`src/logic/psb_pkg.sv`:
```
// constants shared by the status and bypass register group
package psb_pkg;
   // register addresses in the main management space
   localparam logic [4:0] PSB_ADDR_WINDOW = 5'h0E;
   localparam logic [4:0] PSB_ADDR_CAP = 5'h0F;
   localparam logic [4:0] PSB_ADDR_FAST = 5'h10;
   localparam logic [4:0] PSB_ADDR_GIG = 5'h11;
   localparam logic [4:0] PSB_ADDR_BYPASS = 5'h12;

   // window function field encodings
   typedef enum logic [1:0] {
      PSB_FUNC_ADDR = 2'b00,
      PSB_FUNC_DATA_NOINC = 2'b01,
      PSB_FUNC_DATA_INC_RW = 2'b10,
      PSB_FUNC_DATA_INC_WR = 2'b11
   } psb_func_t;

   // capability readout: 1000BASE-X FDX/HDX clear, 1000BASE-T FDX/HDX set
   localparam logic [15:0] PSB_CAP_VALUE = 16'h3000;

   // status extension field positions
   localparam int PSB_ST_LOCK = 15;
   localparam int PSB_ST_LOCK_ERR = 14;
   localparam int PSB_ST_DISC = 13;
   localparam int PSB_ST_LINK = 12;
   localparam int PSB_ST_RX_ERR = 11;
   localparam int PSB_ST_TX_ERR = 10;
   localparam int PSB_ST_SSD = 9;
   localparam int PSB_ST_ESD = 8;
   localparam int PSB_ST_CEXT = 7;
   localparam int PSB_ST_NONCOMP = 6;
   localparam int PSB_ST_MDI_ERR = 5;

   // flag bank widths
   localparam int PSB_FAST_FLAGS = 6;
   localparam int PSB_GIG_FLAGS = 7;

   // bypass control field positions
   localparam int PSB_BP_TX_DIS = 15;
   localparam int PSB_BP_4B5B = 14;
   localparam int PSB_BP_SCR = 13;
   localparam int PSB_BP_DESCR = 12;
   localparam int PSB_BP_PCS_RX = 11;
   localparam int PSB_BP_PCS_TX = 10;
   localparam int PSB_BP_LFI = 9;
   localparam int PSB_BP_XOVER = 7;
   localparam int PSB_BP_NONCOMP = 6;
   localparam int PSB_BP_PAIRSWAP = 5;
   localparam int PSB_BP_POLARITY = 4;
   localparam int PSB_BP_PARDET = 3;
   localparam int PSB_BP_PULSE = 2;
   localparam int PSB_BP_AUTONP = 1;

   localparam logic [15:0] PSB_BP_RESET = 16'h0088;
   localparam logic [15:0] PSB_BP_WR_MASK = 16'hFEFE;
   localparam logic [15:0] PSB_BP_STICKY = 16'h00FA;
endpackage

```
`src/logic/psb_flag_bank.sv`:
```
// self-clearing event flags that clear once a management read returned them
`timescale 1ns/1ps
`default_nettype none
module psb_flag_bank #(
   parameter int W = 6
) (
   input wire logic core_clk,
   input wire logic rst_n,
   input wire logic soft_reset,
   input wire logic rd_clear,
   input wire logic [W-1:0] set_evt,
   output logic [W-1:0] flags
);
   // an event in the read cycle is kept: set wins over the read clear
   always_ff @(posedge core_clk or negedge rst_n)
   begin
      if (!rst_n)
         flags <= '0;
      else if (soft_reset)
         flags <= set_evt;
      else if (rd_clear)
         flags <= set_evt;
      else
         flags <= flags | set_evt;
   end
endmodule
`default_nettype wire

```
`src/logic/psb_status_bypass_regs.sv`:
```
// status extension, capability, window and bypass control registers of one port
// Summary of operation
// - function 00 loads window writes as target address; otherwise window moves data.
// - 01 no increment, 10 increment on read and write, 11 on write only.
// - capability register reads 0x3000: only 1000BASE-T full and half duplex.
// - fast status bits 15 and 12 show live lock and link, reset 0.
// - fast flags for lock error, disconnect, receive and transmit error self-clear.
// - fast flags for start and end delimiter errors; bits 7:0 read zero.
// - gigabit status bits 15 and 12 show live lock and link, reset 0.
// - gigabit self-clearing flags in bits 14, 13 and 11 down to 7.
// - gigabit bit 6 shows non-compliant partner detected; bits 4:0 read zero.
// - gigabit bit 5 shows a crossover error was detected.
// - bypass bit 15 disables the transmitter, resets to 0.
// - bypass bits 14 to 10 bypass coder, scrambler, descrambler, PCS rx, tx.
// - bypass bit 9 bypasses link fail inhibit timer; bit 8 reads zero.
// - sticky bit 7, reset 1, disables automatic crossover at forced speeds.
// - sticky bit 6 disables non-compliant partner detection.
// - sticky bit 5 disables pair swap correction, bit 4 polarity correction.
// - sticky bit 3, reset 1, makes parallel detect honour advertised abilities.
// - bit 2 disables pulse shaping, resets 0; bit 0 reads zero.
// - sticky bit 1 stops automatic next pages; host gets control after base page.
// - sticky bits survive soft reset only while sticky reset enable is set.
`timescale 1ns/1ps
`default_nettype none
module psb_status_bypass_regs
   import psb_pkg::*;
(
   input wire logic core_clk,
   input wire logic rst_n,
   input wire logic soft_reset,
   input wire logic sticky_reset_en,
   input wire logic [4:0] mgmt_addr,
   input wire logic mgmt_wr_en,
   input wire logic mgmt_rd_en,
   input wire logic [15:0] mgmt_wdata,
   output logic [15:0] mgmt_rdata,
   output logic mgmt_rd_valid,
   input wire psb_pkg::psb_func_t window_function,
   input wire logic [4:0] target_device_select,
   output logic [4:0] ext_device,
   output logic [15:0] ext_addr,
   output logic ext_wr_en,
   output logic ext_rd_en,
   output logic [15:0] ext_wdata,
   input wire logic [15:0] ext_rdata,
   input wire logic fast_lock,
   input wire logic fast_link,
   input wire logic [5:0] fast_err_evt,
   input wire logic gig_lock,
   input wire logic gig_link,
   input wire logic [6:0] gig_err_evt,
   input wire logic gig_noncompliant_seen,
   input wire logic mdi_crossover_err,
   input wire logic base_page_done,
   output logic host_next_page_control,
   output logic tx_disable,
   output logic bypass_4b5b,
   output logic bypass_scrambler,
   output logic bypass_descrambler,
   output logic bypass_pcs_rx,
   output logic bypass_pcs_tx,
   output logic bypass_link_fail_inhibit_timer,
   output logic automatic_crossover_forced_disable,
   output logic noncompliant_detect_disable,
   output logic pair_swap_correction_disable,
   output logic polarity_correction_disable,
   output logic parallel_detect_honor_adv,
   output logic pulse_shaping_disable,
   output logic auto_next_page_disable
);
   import psb_pkg::*;

   function automatic logic psb_hit(input logic [4:0] addr, input logic [4:0] target);
      psb_hit = (addr == target);
   endfunction

   logic [15:0] bypass;
   logic [15:0] next_bypass;
   logic [15:0] keep_mask;
   logic [5:0] fast_flags;
   logic [6:0] gig_flags;
   logic fast_lock_q;
   logic fast_link_q;
   logic gig_lock_q;
   logic gig_link_q;
   logic noncomp_q;
   logic mdi_err_q;
   logic win_data_mode;
   logic win_wr;
   logic win_rd;
   logic inc_on_wr;
   logic inc_on_rd;
   logic [15:0] fast_word;
   logic [15:0] gig_word;

   assign win_data_mode = (window_function != PSB_FUNC_ADDR);
   assign win_wr = mgmt_wr_en && psb_hit(mgmt_addr, PSB_ADDR_WINDOW);
   assign win_rd = mgmt_rd_en && psb_hit(mgmt_addr, PSB_ADDR_WINDOW);
   assign inc_on_wr = (window_function == PSB_FUNC_DATA_INC_RW)
      || (window_function == PSB_FUNC_DATA_INC_WR);
   assign inc_on_rd = (window_function == PSB_FUNC_DATA_INC_RW);

   // data access to the far register is a same-cycle strobe
   assign ext_wr_en = win_wr && win_data_mode;
   assign ext_rd_en = win_rd && win_data_mode;
   assign ext_wdata = mgmt_wdata;
   assign ext_device = target_device_select;

   // address pointer of the indirect window
   always_ff @(posedge core_clk or negedge rst_n)
   begin
      if (!rst_n)
         ext_addr <= 16'h0000;
      else if (win_wr && !win_data_mode)
         ext_addr <= mgmt_wdata;
      else if ((win_wr && inc_on_wr) || (win_rd && inc_on_rd))
         ext_addr <= ext_addr + 16'h0001;
   end

   // live status is sampled so that it reads 0 straight after reset
   always_ff @(posedge core_clk or negedge rst_n)
   begin
      if (!rst_n)
      begin
         fast_lock_q <= 1'b0;
         fast_link_q <= 1'b0;
         gig_lock_q <= 1'b0;
         gig_link_q <= 1'b0;
         noncomp_q <= 1'b0;
         mdi_err_q <= 1'b0;
      end
      else
      begin
         fast_lock_q <= fast_lock;
         fast_link_q <= fast_link;
         gig_lock_q <= gig_lock;
         gig_link_q <= gig_link;
         noncomp_q <= gig_noncompliant_seen && !bypass[PSB_BP_NONCOMP];
         mdi_err_q <= mdi_crossover_err;
      end
   end

   psb_flag_bank #(.W(PSB_FAST_FLAGS)) u_fast_flags (
      .core_clk(core_clk),
      .rst_n(rst_n),
      .soft_reset(soft_reset),
      .rd_clear(mgmt_rd_en && psb_hit(mgmt_addr, PSB_ADDR_FAST)),
      .set_evt(fast_err_evt),
      .flags(fast_flags)
   );

   psb_flag_bank #(.W(PSB_GIG_FLAGS)) u_gig_flags (
      .core_clk(core_clk),
      .rst_n(rst_n),
      .soft_reset(soft_reset),
      .rd_clear(mgmt_rd_en && psb_hit(mgmt_addr, PSB_ADDR_GIG)),
      .set_evt(gig_err_evt),
      .flags(gig_flags)
   );

   // flag order: lock err, disconnect, rx err, tx err, ssd, esd (, carrier ext)
   assign fast_word = {fast_lock_q, fast_flags[5:4], fast_link_q,
      fast_flags[3:0], 8'h00};
   assign gig_word = {gig_lock_q, gig_flags[6:5], gig_link_q, gig_flags[4:0],
      noncomp_q, mdi_err_q, 5'h00};

   // sticky bits are kept over a soft reset only while enabled
   always_comb
   begin
      keep_mask = sticky_reset_en ? PSB_BP_STICKY : 16'h0000;
      next_bypass = bypass;
      if (soft_reset)
         next_bypass = (bypass & keep_mask) | (PSB_BP_RESET & ~keep_mask);
      else if (mgmt_wr_en && psb_hit(mgmt_addr, PSB_ADDR_BYPASS))
         next_bypass = mgmt_wdata & PSB_BP_WR_MASK;
   end

   always_ff @(posedge core_clk or negedge rst_n)
   begin
      if (!rst_n)
         bypass <= PSB_BP_RESET;
      else
         bypass <= next_bypass;
   end

   assign tx_disable = bypass[PSB_BP_TX_DIS];
   assign bypass_4b5b = bypass[PSB_BP_4B5B];
   assign bypass_scrambler = bypass[PSB_BP_SCR];
   assign bypass_descrambler = bypass[PSB_BP_DESCR];
   assign bypass_pcs_rx = bypass[PSB_BP_PCS_RX];
   assign bypass_pcs_tx = bypass[PSB_BP_PCS_TX];
   assign bypass_link_fail_inhibit_timer = bypass[PSB_BP_LFI];
   assign automatic_crossover_forced_disable = bypass[PSB_BP_XOVER];
   assign noncompliant_detect_disable = bypass[PSB_BP_NONCOMP];
   assign pair_swap_correction_disable = bypass[PSB_BP_PAIRSWAP];
   assign polarity_correction_disable = bypass[PSB_BP_POLARITY];
   assign parallel_detect_honor_adv = bypass[PSB_BP_PARDET];
   assign pulse_shaping_disable = bypass[PSB_BP_PULSE];
   assign auto_next_page_disable = bypass[PSB_BP_AUTONP];

   // host owns next-page exchange from base page until auto mode returns or a soft reset;
   // sending pages and forcing the result is the host's job
   always_ff @(posedge core_clk or negedge rst_n)
   begin
      if (!rst_n)
         host_next_page_control <= 1'b0;
      else if (soft_reset || !bypass[PSB_BP_AUTONP])
         host_next_page_control <= 1'b0;
      else if (base_page_done)
         host_next_page_control <= 1'b1;
   end

   // read data one cycle after the strobe; unmapped addresses read zero
   always_ff @(posedge core_clk or negedge rst_n)
   begin
      if (!rst_n)
      begin
         mgmt_rdata <= 16'h0000;
         mgmt_rd_valid <= 1'b0;
      end
      else
      begin
         mgmt_rd_valid <= mgmt_rd_en;
         if (mgmt_rd_en)
         begin
            case (mgmt_addr)
               PSB_ADDR_WINDOW: mgmt_rdata <= win_data_mode ? ext_rdata : ext_addr;
               PSB_ADDR_CAP: mgmt_rdata <= PSB_CAP_VALUE;
               PSB_ADDR_FAST: mgmt_rdata <= fast_word;
               PSB_ADDR_GIG: mgmt_rdata <= gig_word;
               PSB_ADDR_BYPASS: mgmt_rdata <= bypass;
               default: mgmt_rdata <= 16'h0000;
            endcase
         end
      end
   end
endmodule
`default_nettype wire

```
`config.mk`:
```
export PLATFORM = sky130hd
export DESIGN_NAME = psb_status_bypass_regs
export DESIGN_NICKNAME = d
export VERILOG_FILES = /design/src/logic/psb_pkg.sv /design/src/logic/psb_flag_bank.sv /design/src/logic/psb_status_bypass_regs.sv
export SDC_FILE = /design/constraint.sdc
export NUM_CORES = 1
export LEC_CHECK = 0
export BUFFER_PORTS_ARGS = -buffer_cell sky130_fd_sc_hd__buf_2
export CAP_MARGIN = 40
export CORE_MARGIN = 4
export CORE_UTILIZATION = 45
export CTS_CLUSTER_DIAMETER = 60
export CTS_CLUSTER_SIZE = 20
export DETAILED_ROUTE_END_ITERATION = 8
export PLACE_DENSITY = 0.86
export SYNTH_ARGS = -nofsm -noshare
export SYNTH_HDL_FRONTEND = slang
export SYNTH_SLANG_ARGS = --single-unit
export TNS_END_PERCENT = 5
```
`constraint.sdc`:
```
create_clock -name core_clk -period 4.2 [get_ports core_clk]
set_clock_uncertainty 0.05 [all_clocks]
set_input_delay 0.63 -clock core_clk [delete_from_list [all_inputs] [get_ports core_clk]]
set_output_delay 0.63 -clock core_clk [all_outputs]
set_load 0.01 [all_outputs]
```
==> impl_metrics.json, run 1 <==
{
  "worst_pin_slew_ns": 0.856,
  "grt_pass1_wl_um": 16700,
  "ctsResizeCount": 0,
  "grt_pass1_vias": 3234,
  "yosys.area_share.simple_pct": 15.3,
  "drv_slew": 0,
  "antenna_found_initial": 1,
  "worstPathCellList": "buf_2 > nor2b_1 > nand2_1 > nor3_1 > buf_2",
  "htreeDepth": 3,
  "async_reset_ff_share_pct": 100,
  "clk_pin_slew_ns": 0.07,
  "yosysSeqAreaShare_pct": 48.2,
  "power.leakage_nw": 2.09,
  "drtAntennaViolNets": 0,
  "finalHoldViolations": 0,
  "drive_gt1_share_pct": 35.1,
  "fin_crit_ns": 2.65,
  "totalWireLength_um": 10800,
  "crit_arrival_ns": 1.97,
  "final_nets": 533,
  "critPathKind": "in2out",
  "synthCells": 360,
  "drc": 0,
  "final_core_util_pct": 57.3,
  "grt_max_degree": 40,
  "synth_compound_area_share_pct": 23.1,
  "synth_fa_ha_area_share_pct": 0.359,
  "yosys_warnings": 0,
  "cts-root-buf": "clkbuf_8",
  "synth_xor_xnor_area_share_pct": 0,
  "synth_mux_area_share_pct": 4.64,
  "slowest_stage": "nand2_1",
  "synth_cell_types": 49,
  "maxSlewHeadroom_pct": 42.9,
  "setup_tns_ns": 0,
  "max_cap_viol_count": 0,
  "min_period_over_period_pct": 63.0,
  "synth-edff-count": 0,
  "powerDensity_nw_per_um2": 334,
  "clock_sinks": 67,
  "fp.dieW_um": 96.0,
  "cp_slowest_stage_delay_ns": 0.37,
  "power_mw": 1.41,
  "cts_hold_buf": 0,
  "setup_viol": 0,
  "path_common_cell": "buf_2",
  "grtUsageTotal_pct": 24.4,
  "clock.fmax_mhz": 378,
  "hold_slack_ns": 0.335,
  "core-area_um2": 7370,
  "clk_latency_ns": 0.35,
  "outcome": "completed",
  "cp.required_ns": 3.52,
  "rows": 31,
  "synth_top_family_by_area": "compound AO/OA/AOI/OAI gates",
  "fin_cells": 567,
  "ir_worst_vdd_v": 0.000230,
  "start_util_pct": 47.2,
  "grt_overflow": 0,
  "gp_congestion": 0.980,
  "min_path_type": "in2reg",
  "io_pins": 141,
  "place_hpwl_um": 8150,
  "port_buffers": 130,
  "place_inst": 550,
  "startpoint_type": "primary input",
  "num_vias": 3380,
  "rsz0062_at_grt": "no",
  "area_growth_pct": 21.3,
  "drt_iter0_drc": 393,
  "crit_fanout": 12,
  "cts_buffers": 9,
  "synth_ff_type": "dfrtp_1",
  "cts_setup_buffers": 0,
  "tritoncts": "done",
  "drt-vias-per-instance": 5.96,
  "wl_per_cell_um": 19.0,
  "syn_area_um2": 3480,
  "syn_nets": 431,
  "fp.dieH_um": 96.0,
  "syn_avg_cell_area_um2": 9.67,
  "end_kind": "output pin",
  "synth.ff_latch_count": 67,
  "die-area_um2": 9210,
  "dr.pass1.iters": 5,
  "clock_path_buffers": 2
}
==> layer usage <==
metal	track usage, %	wire (um)
met5	0	0
met1	32.9	4300
met3	6.25	1130
met4	9.60	302
met2	37.5	5040
==> cell families after synthesis <==
family          after synthesis
flops                        67
buf+inv                      50
compound gates              117
fa+ha+maj                     1
simple gates                110
mux                          15
==> flip-flops by register name, indices dropped and copies added, names as in the netlist <==
name and cells:
fast_link_q 1, noncomp_q 1, mgmt_rdata 16, u_gig_flags.flags 7, mgmt_rd_valid 1, gig_lock_q 1, mdi_err_q 1, gig_link_q 1
fast_lock_q 1, bypass 14, host_next_page_control 1, ext_addr 16, u_fast_flags.flags 6
==> worst paths after layout <==
path	cells past startpoint	endpoint	slack (ns)	from
max in group asynchronous	2	bypass[7]$_DFFE_PN1P_	2.81	rst_n
hold / removal	1	mdi_err_q$_DFF_PN0_	0.33	mdi_crossover_err
setup reg to reg	6	ext_addr[12]$_DFFE_PN0P_	2.08	ext_addr[0]$_DFFE_PN0P_
setup / recovery	5	ext_rd_en	1.55	mgmt_addr[1]
hold reg to reg	1	u_fast_flags.flags[3]$_DFF_PN0_	0.43	u_fast_flags.flags[3]$_DFF_PN0_
min in group asynchronous	1	mgmt_rdata[9]$_DFFE_PN0P_	0.34	rst_n
==> Yosys cell counts (3+ instances only) <==
| cell type | count | area share [%] |
|---|---|---|
| clkbuf_1 | 12 | 1.3 |
| mux2_2 | 5 | 1.6 |
| a221oi_1 | 3 | 0.75 |
| nor2_1 | 13 | 1.4 |
| a21o_1 | 16 | 3.4 |
| o2bb2ai_1 | 6 | 1.5 |
| nand3_1 | 23 | 3.3 |
| a222oi_1 | 6 | 1.7 |
| nor3_1 | 7 | 1.0 |
| and3_1 | 3 | 0.54 |
| buf_4 | 21 | 4.5 |
| buf_2 | 8 | 1.1 |
| dfrtp_1 | 65 | 47 |
| o22ai_1 | 8 | 1.4 |
| a22o_1 | 4 | 1.0 |
| nand4_1 | 3 | 0.54 |
| inv_1 | 6 | 0.65 |
| a221o_1 | 9 | 2.6 |
| a2bb2oi_1 | 3 | 0.75 |
| a21oi_1 | 34 | 4.9 |
| nand2_1 | 45 | 4.9 |
| mux2i_1 | 9 | 2.6 |
| o21ai_0 | 18 | 2.6 |
==> worst max-delay path, delay by kind of cell <==
family / cells / cell delay (ns)
buffers and inverters: 2 / 0.32
AND/OR/NAND/NOR: 3 / 1.01
==> per-stage QoR <==
stage          cell area [um^2]  worst slack [ns]
3_5_place_dp               4030              1.37
4_1_cts                    4220              1.56
3_3_place_gp               4020              1.35
5_1_grt                    4230              1.42
2_1_floorplan              3480              1.81
6_report                   4230              1.55
==> power breakdown <==
group	total (mW)	switching (mW)	internal (mW)	leakage (nW)
Combinational	0.183	0.107	0.0763	1.14
Clock	0.532	0.245	0.287	0.0991
Sequential	0.698	0.0281	0.670	0.856
Total	1.41	0.379	1.03	2.09
==> placed cells by master, fill, tap and decap left out, drive strengths merged, types with 2 or more instances in the layout <==
master     n
nor3b      2
o32a       2
and3b      2
o22ai      8
dfstp      2
o21ai     18
nor2b      2
dfrtp     65
o2bb2ai    6
nor2      13
buf      135
mux2i      9
clkinv     3
a21oi     35
a222oi     6
inv        6
a22oi      2
a2bb2oi    3
clkbuf    11
a22o       4
a221oi     3
nor3       8
nand3     23
a221o      9
mux2       6
a21o      16
nand4      3
and3       4
and4       2
nand2     45
and2       2
==> final cells by class <==
cell class / instances / area, um^2
fill: 666 / 3140
sequential: 67 / 1680
multi-input combinational: 243 / 1510
timing repair buffer: 135 / 692
clock buffer: 11 / 141
tap: 99 / 124
clock inverter: 5 / 52.6
inverter: 6 / 22.5
antenna: 1 / 2.50
No activity file was read; power rests on OpenSTA's default activity.
==> inputs of run 2 (changes only) <==
--- a/config.mk
+++ b/config.mk
@@ -8,11 +8,11 @@
 export BUFFER_PORTS_ARGS = -buffer_cell sky130_fd_sc_hd__buf_2
 export CAP_MARGIN = 40
 export CORE_MARGIN = 4
-export CORE_UTILIZATION = 45
+export CORE_UTILIZATION = 44
 export CTS_CLUSTER_DIAMETER = 60
 export CTS_CLUSTER_SIZE = 20
 export DETAILED_ROUTE_END_ITERATION = 8
-export PLACE_DENSITY = 0.86
+export PLACE_DENSITY = 0.88
 export SYNTH_ARGS = -nofsm -noshare
 export SYNTH_HDL_FRONTEND = slang
 export SYNTH_SLANG_ARGS = --single-unit
==> constraint.sdc (replaced) <==
create_clock -name core_clk -period 2.1 [get_ports core_clk]
set_clock_uncertainty 0.05 [all_clocks]
set_input_delay 0.315 -clock core_clk [delete_from_list [all_inputs] [get_ports core_clk]]
set_output_delay 0.315 -clock core_clk [all_outputs]
set_load 0.01 [all_outputs]
==> run 2 against run 1 <==
Compared with the run above:
- critical path depth stayed put
- largest power group unchanged
- hold slack worse by 0.31 ns
- first-iteration DRC count is 21% lower
- die area is 2.1% higher
- utilization is 1.6 points lower
- register-to-register slack worse by 1.8 ns
- largest cell class unchanged
- clock-buffer cell count is 4 higher
- global-route usage is 0.90 points lower
==> impl_metrics.json, run 2 (synthesis results as in run 1) <==
{
  "crit_fanout": 8,
  "dr.pass1.iters": 7,
  "whs_path_depth": 1,
  "grt_pass1_wl_um": 17500,
  "r2r_cells": 7,
  "maxSlewHeadroom_pct": 62.7,
  "top_regs": "ext_addr: 16 flops, mgmt_rdata: 16 flops, bypass: 14 flops",
  "worst_pin_slew_ns": 0.560,
  "clk_latency_ns": 0.34,
  "hold_slack_ns": 0.0212,
  "place_hpwl_um": 8370,
  "worstPathCellList": "buf_2 > nor2b_1 > and2_0 > and3_2 > buf_2",
  "grtUsageTotal_pct": 23.4,
  "setup_viol": 0,
  "cts_buffers": 9,
  "power.leakage_nw": 2.15,
  "rsz0062_at_grt": "no",
  "clock_sinks": 67,
  "outcome": "completed",
  "min_path_type": "in2reg",
  "start_util_pct": 45.1,
  "drv_slew": 0,
  "gp_congestion": 1.00,
  "clk_pin_slew_ns": 0.07,
  "end_kind": "output pin",
  "cp.required_ns": 1.74,
  "cts-root-buf": "clkbuf_8",
  "die-area_um2": 9400,
  "path_depth": 5,
  "tritoncts": "done",
  "drt_iter0_drc": 311,
  "diodes": 0,
  "drive_gt1_share_pct": 36.1,
  "fin_crit_ns": 1.98,
  "htreeDepth": 3,
  "clock.fmax_mhz": 505,
  "startpoint_type": "primary input",
  "crit_arrival_ns": 1.62,
  "fp.dieH_um": 97.0,
  "hold_end": "gig_lock_q$_DFF_PN0_",
  "power_mw": 2.80,
  "final_nets": 543,
  "final_common_cell": "buf_2",
  "port_buffers": 130,
  "grt_pass1_vias": 3361,
  "critPathKind": "in2out",
  "drt-vias-per-instance": 5.93,
  "worstHoldStart": "gig_lock",
  "rr_endpoint": "ext_addr[14]$_DFFE_PN0P_",
  "ff2ff_setup_slack_ns": 0.25,
  "drc": 0,
  "max_cap_viol_count": 0,
  "grt_max_degree": 68,
  "slowest_stage": "and2_0",
  "clock_path_buffers": 2,
  "setup_tns_ns": 0,
  "ir_worst_vdd_v": 0.000332,
  "io_pins": 141,
  "powerDensity_nw_per_um2": 649,
  "num_vias": 3434,
  "grt_overflow": 0,
  "finalHoldViolations": 0,
  "cts_setup_buffers": 0,
  "wl_per_cell_um": 19.2,
  "cp_slowest_stage_delay_ns": 0.42,
  "antenna_found_initial": 0,
  "min_period_over_period_pct": 94.4,
  "area_growth_pct": 23.8,
  "cp.buffers_inverters": 2,
  "fp.dieW_um": 97.0,
  "rows": 32,
  "totalWireLength_um": 11100,
  "layout_common_cells": "buf_2 (130), dfrtp_1 (65), nand2_1 (45)",
  "drtAntennaViolNets": 0,
  "r2r_start": "ext_addr[0]$_DFFE_PN0P_",
  "path_delay_family": "simple AND/OR/NAND/NOR gates",
  "core-area_um2": 7730,
  "path_common_cell": "buf_2"
}
-- run 2: cell types whose count changed in the layout (fill, tap and decap cells not counted), sizes merged --
cell | previous run | this run
clkinv | 3 | 1
buf | 135 | 144
diode | 1 | 0
bufinv | 1 | 0
dlygate4sd3 | 0 | 1
clkinvlp | 1 | 0
clkbuf | 11 | 15
-- run 2: what timing repair did --
item,in CTS,in global routing
endpoints found under the hold margin,65,0
gates resized for setup,0,0
hold buffers,1,0
-- run 2: power breakdown --
group / switching, mW / internal [mW] / total [mW] / leakage, nW
Clock: 0.463 / 0.557 / 1.02 / 0.0997
Combinational: 0.217 / 0.160 / 0.377 / 1.19
Sequential: 0.0578 / 1.34 / 1.40 / 0.856
Total: 0.737 / 2.06 / 2.80 / 2.15
-- run 2: layer usage --
metal	vias to the layer above	wire length (um)	global-route usage [%]
met5	-	0	0
met4	0	263	7.56
met3	27	1420	9.01
met2	240	4880	35.0
met1	1628	4540	31.4
li1	1539	-	-
-- run 2: layout make-up --
| type | instances | area (um^2) |
|---|---|---|
| timing repair buffer | 145 | 778 |
| multi-input combinational | 243 | 1510 |
| fill | 703 | 3420 |
| clock inverter | 1 | 5.00 |
| sequential | 67 | 1680 |
| inverter | 6 | 22.5 |
| clock buffer | 15 | 186 |
| tap | 102 | 128 |
-- run 2: per-stage QoR --
stage	util (%)	area [um^2]	cells	setup WS, ns
2_1_floorplan	-	3480	360	0.338
3_3_place_gp	53.2	4110	562	0.106
3_5_place_dp	53.2	4110	562	0.0878
4_1_cts	55.8	4310	579	0.186
5_1_grt	55.8	4310	579	0.0379
6_report	55.8	4310	579	0.118
-- run 2: worst max path at each step --
stage	slack [ns]	startpoint	endpoint
3_5_place_dp	0.09	window_function[1]	mgmt_rdata[15]$_DFFE_PN0P_
2_1_floorplan	0.34	mgmt_addr[0]	ext_rd_en
5_1_grt	0.04	mgmt_addr[1]	ext_wr_en
4_1_cts	0.19	mgmt_addr[0]	ext_wr_en
6_report	0.12	mgmt_addr[1]	ext_wr_en
3_3_place_gp	0.11	window_function[1]	mgmt_rdata[15]$_DFFE_PN0P_
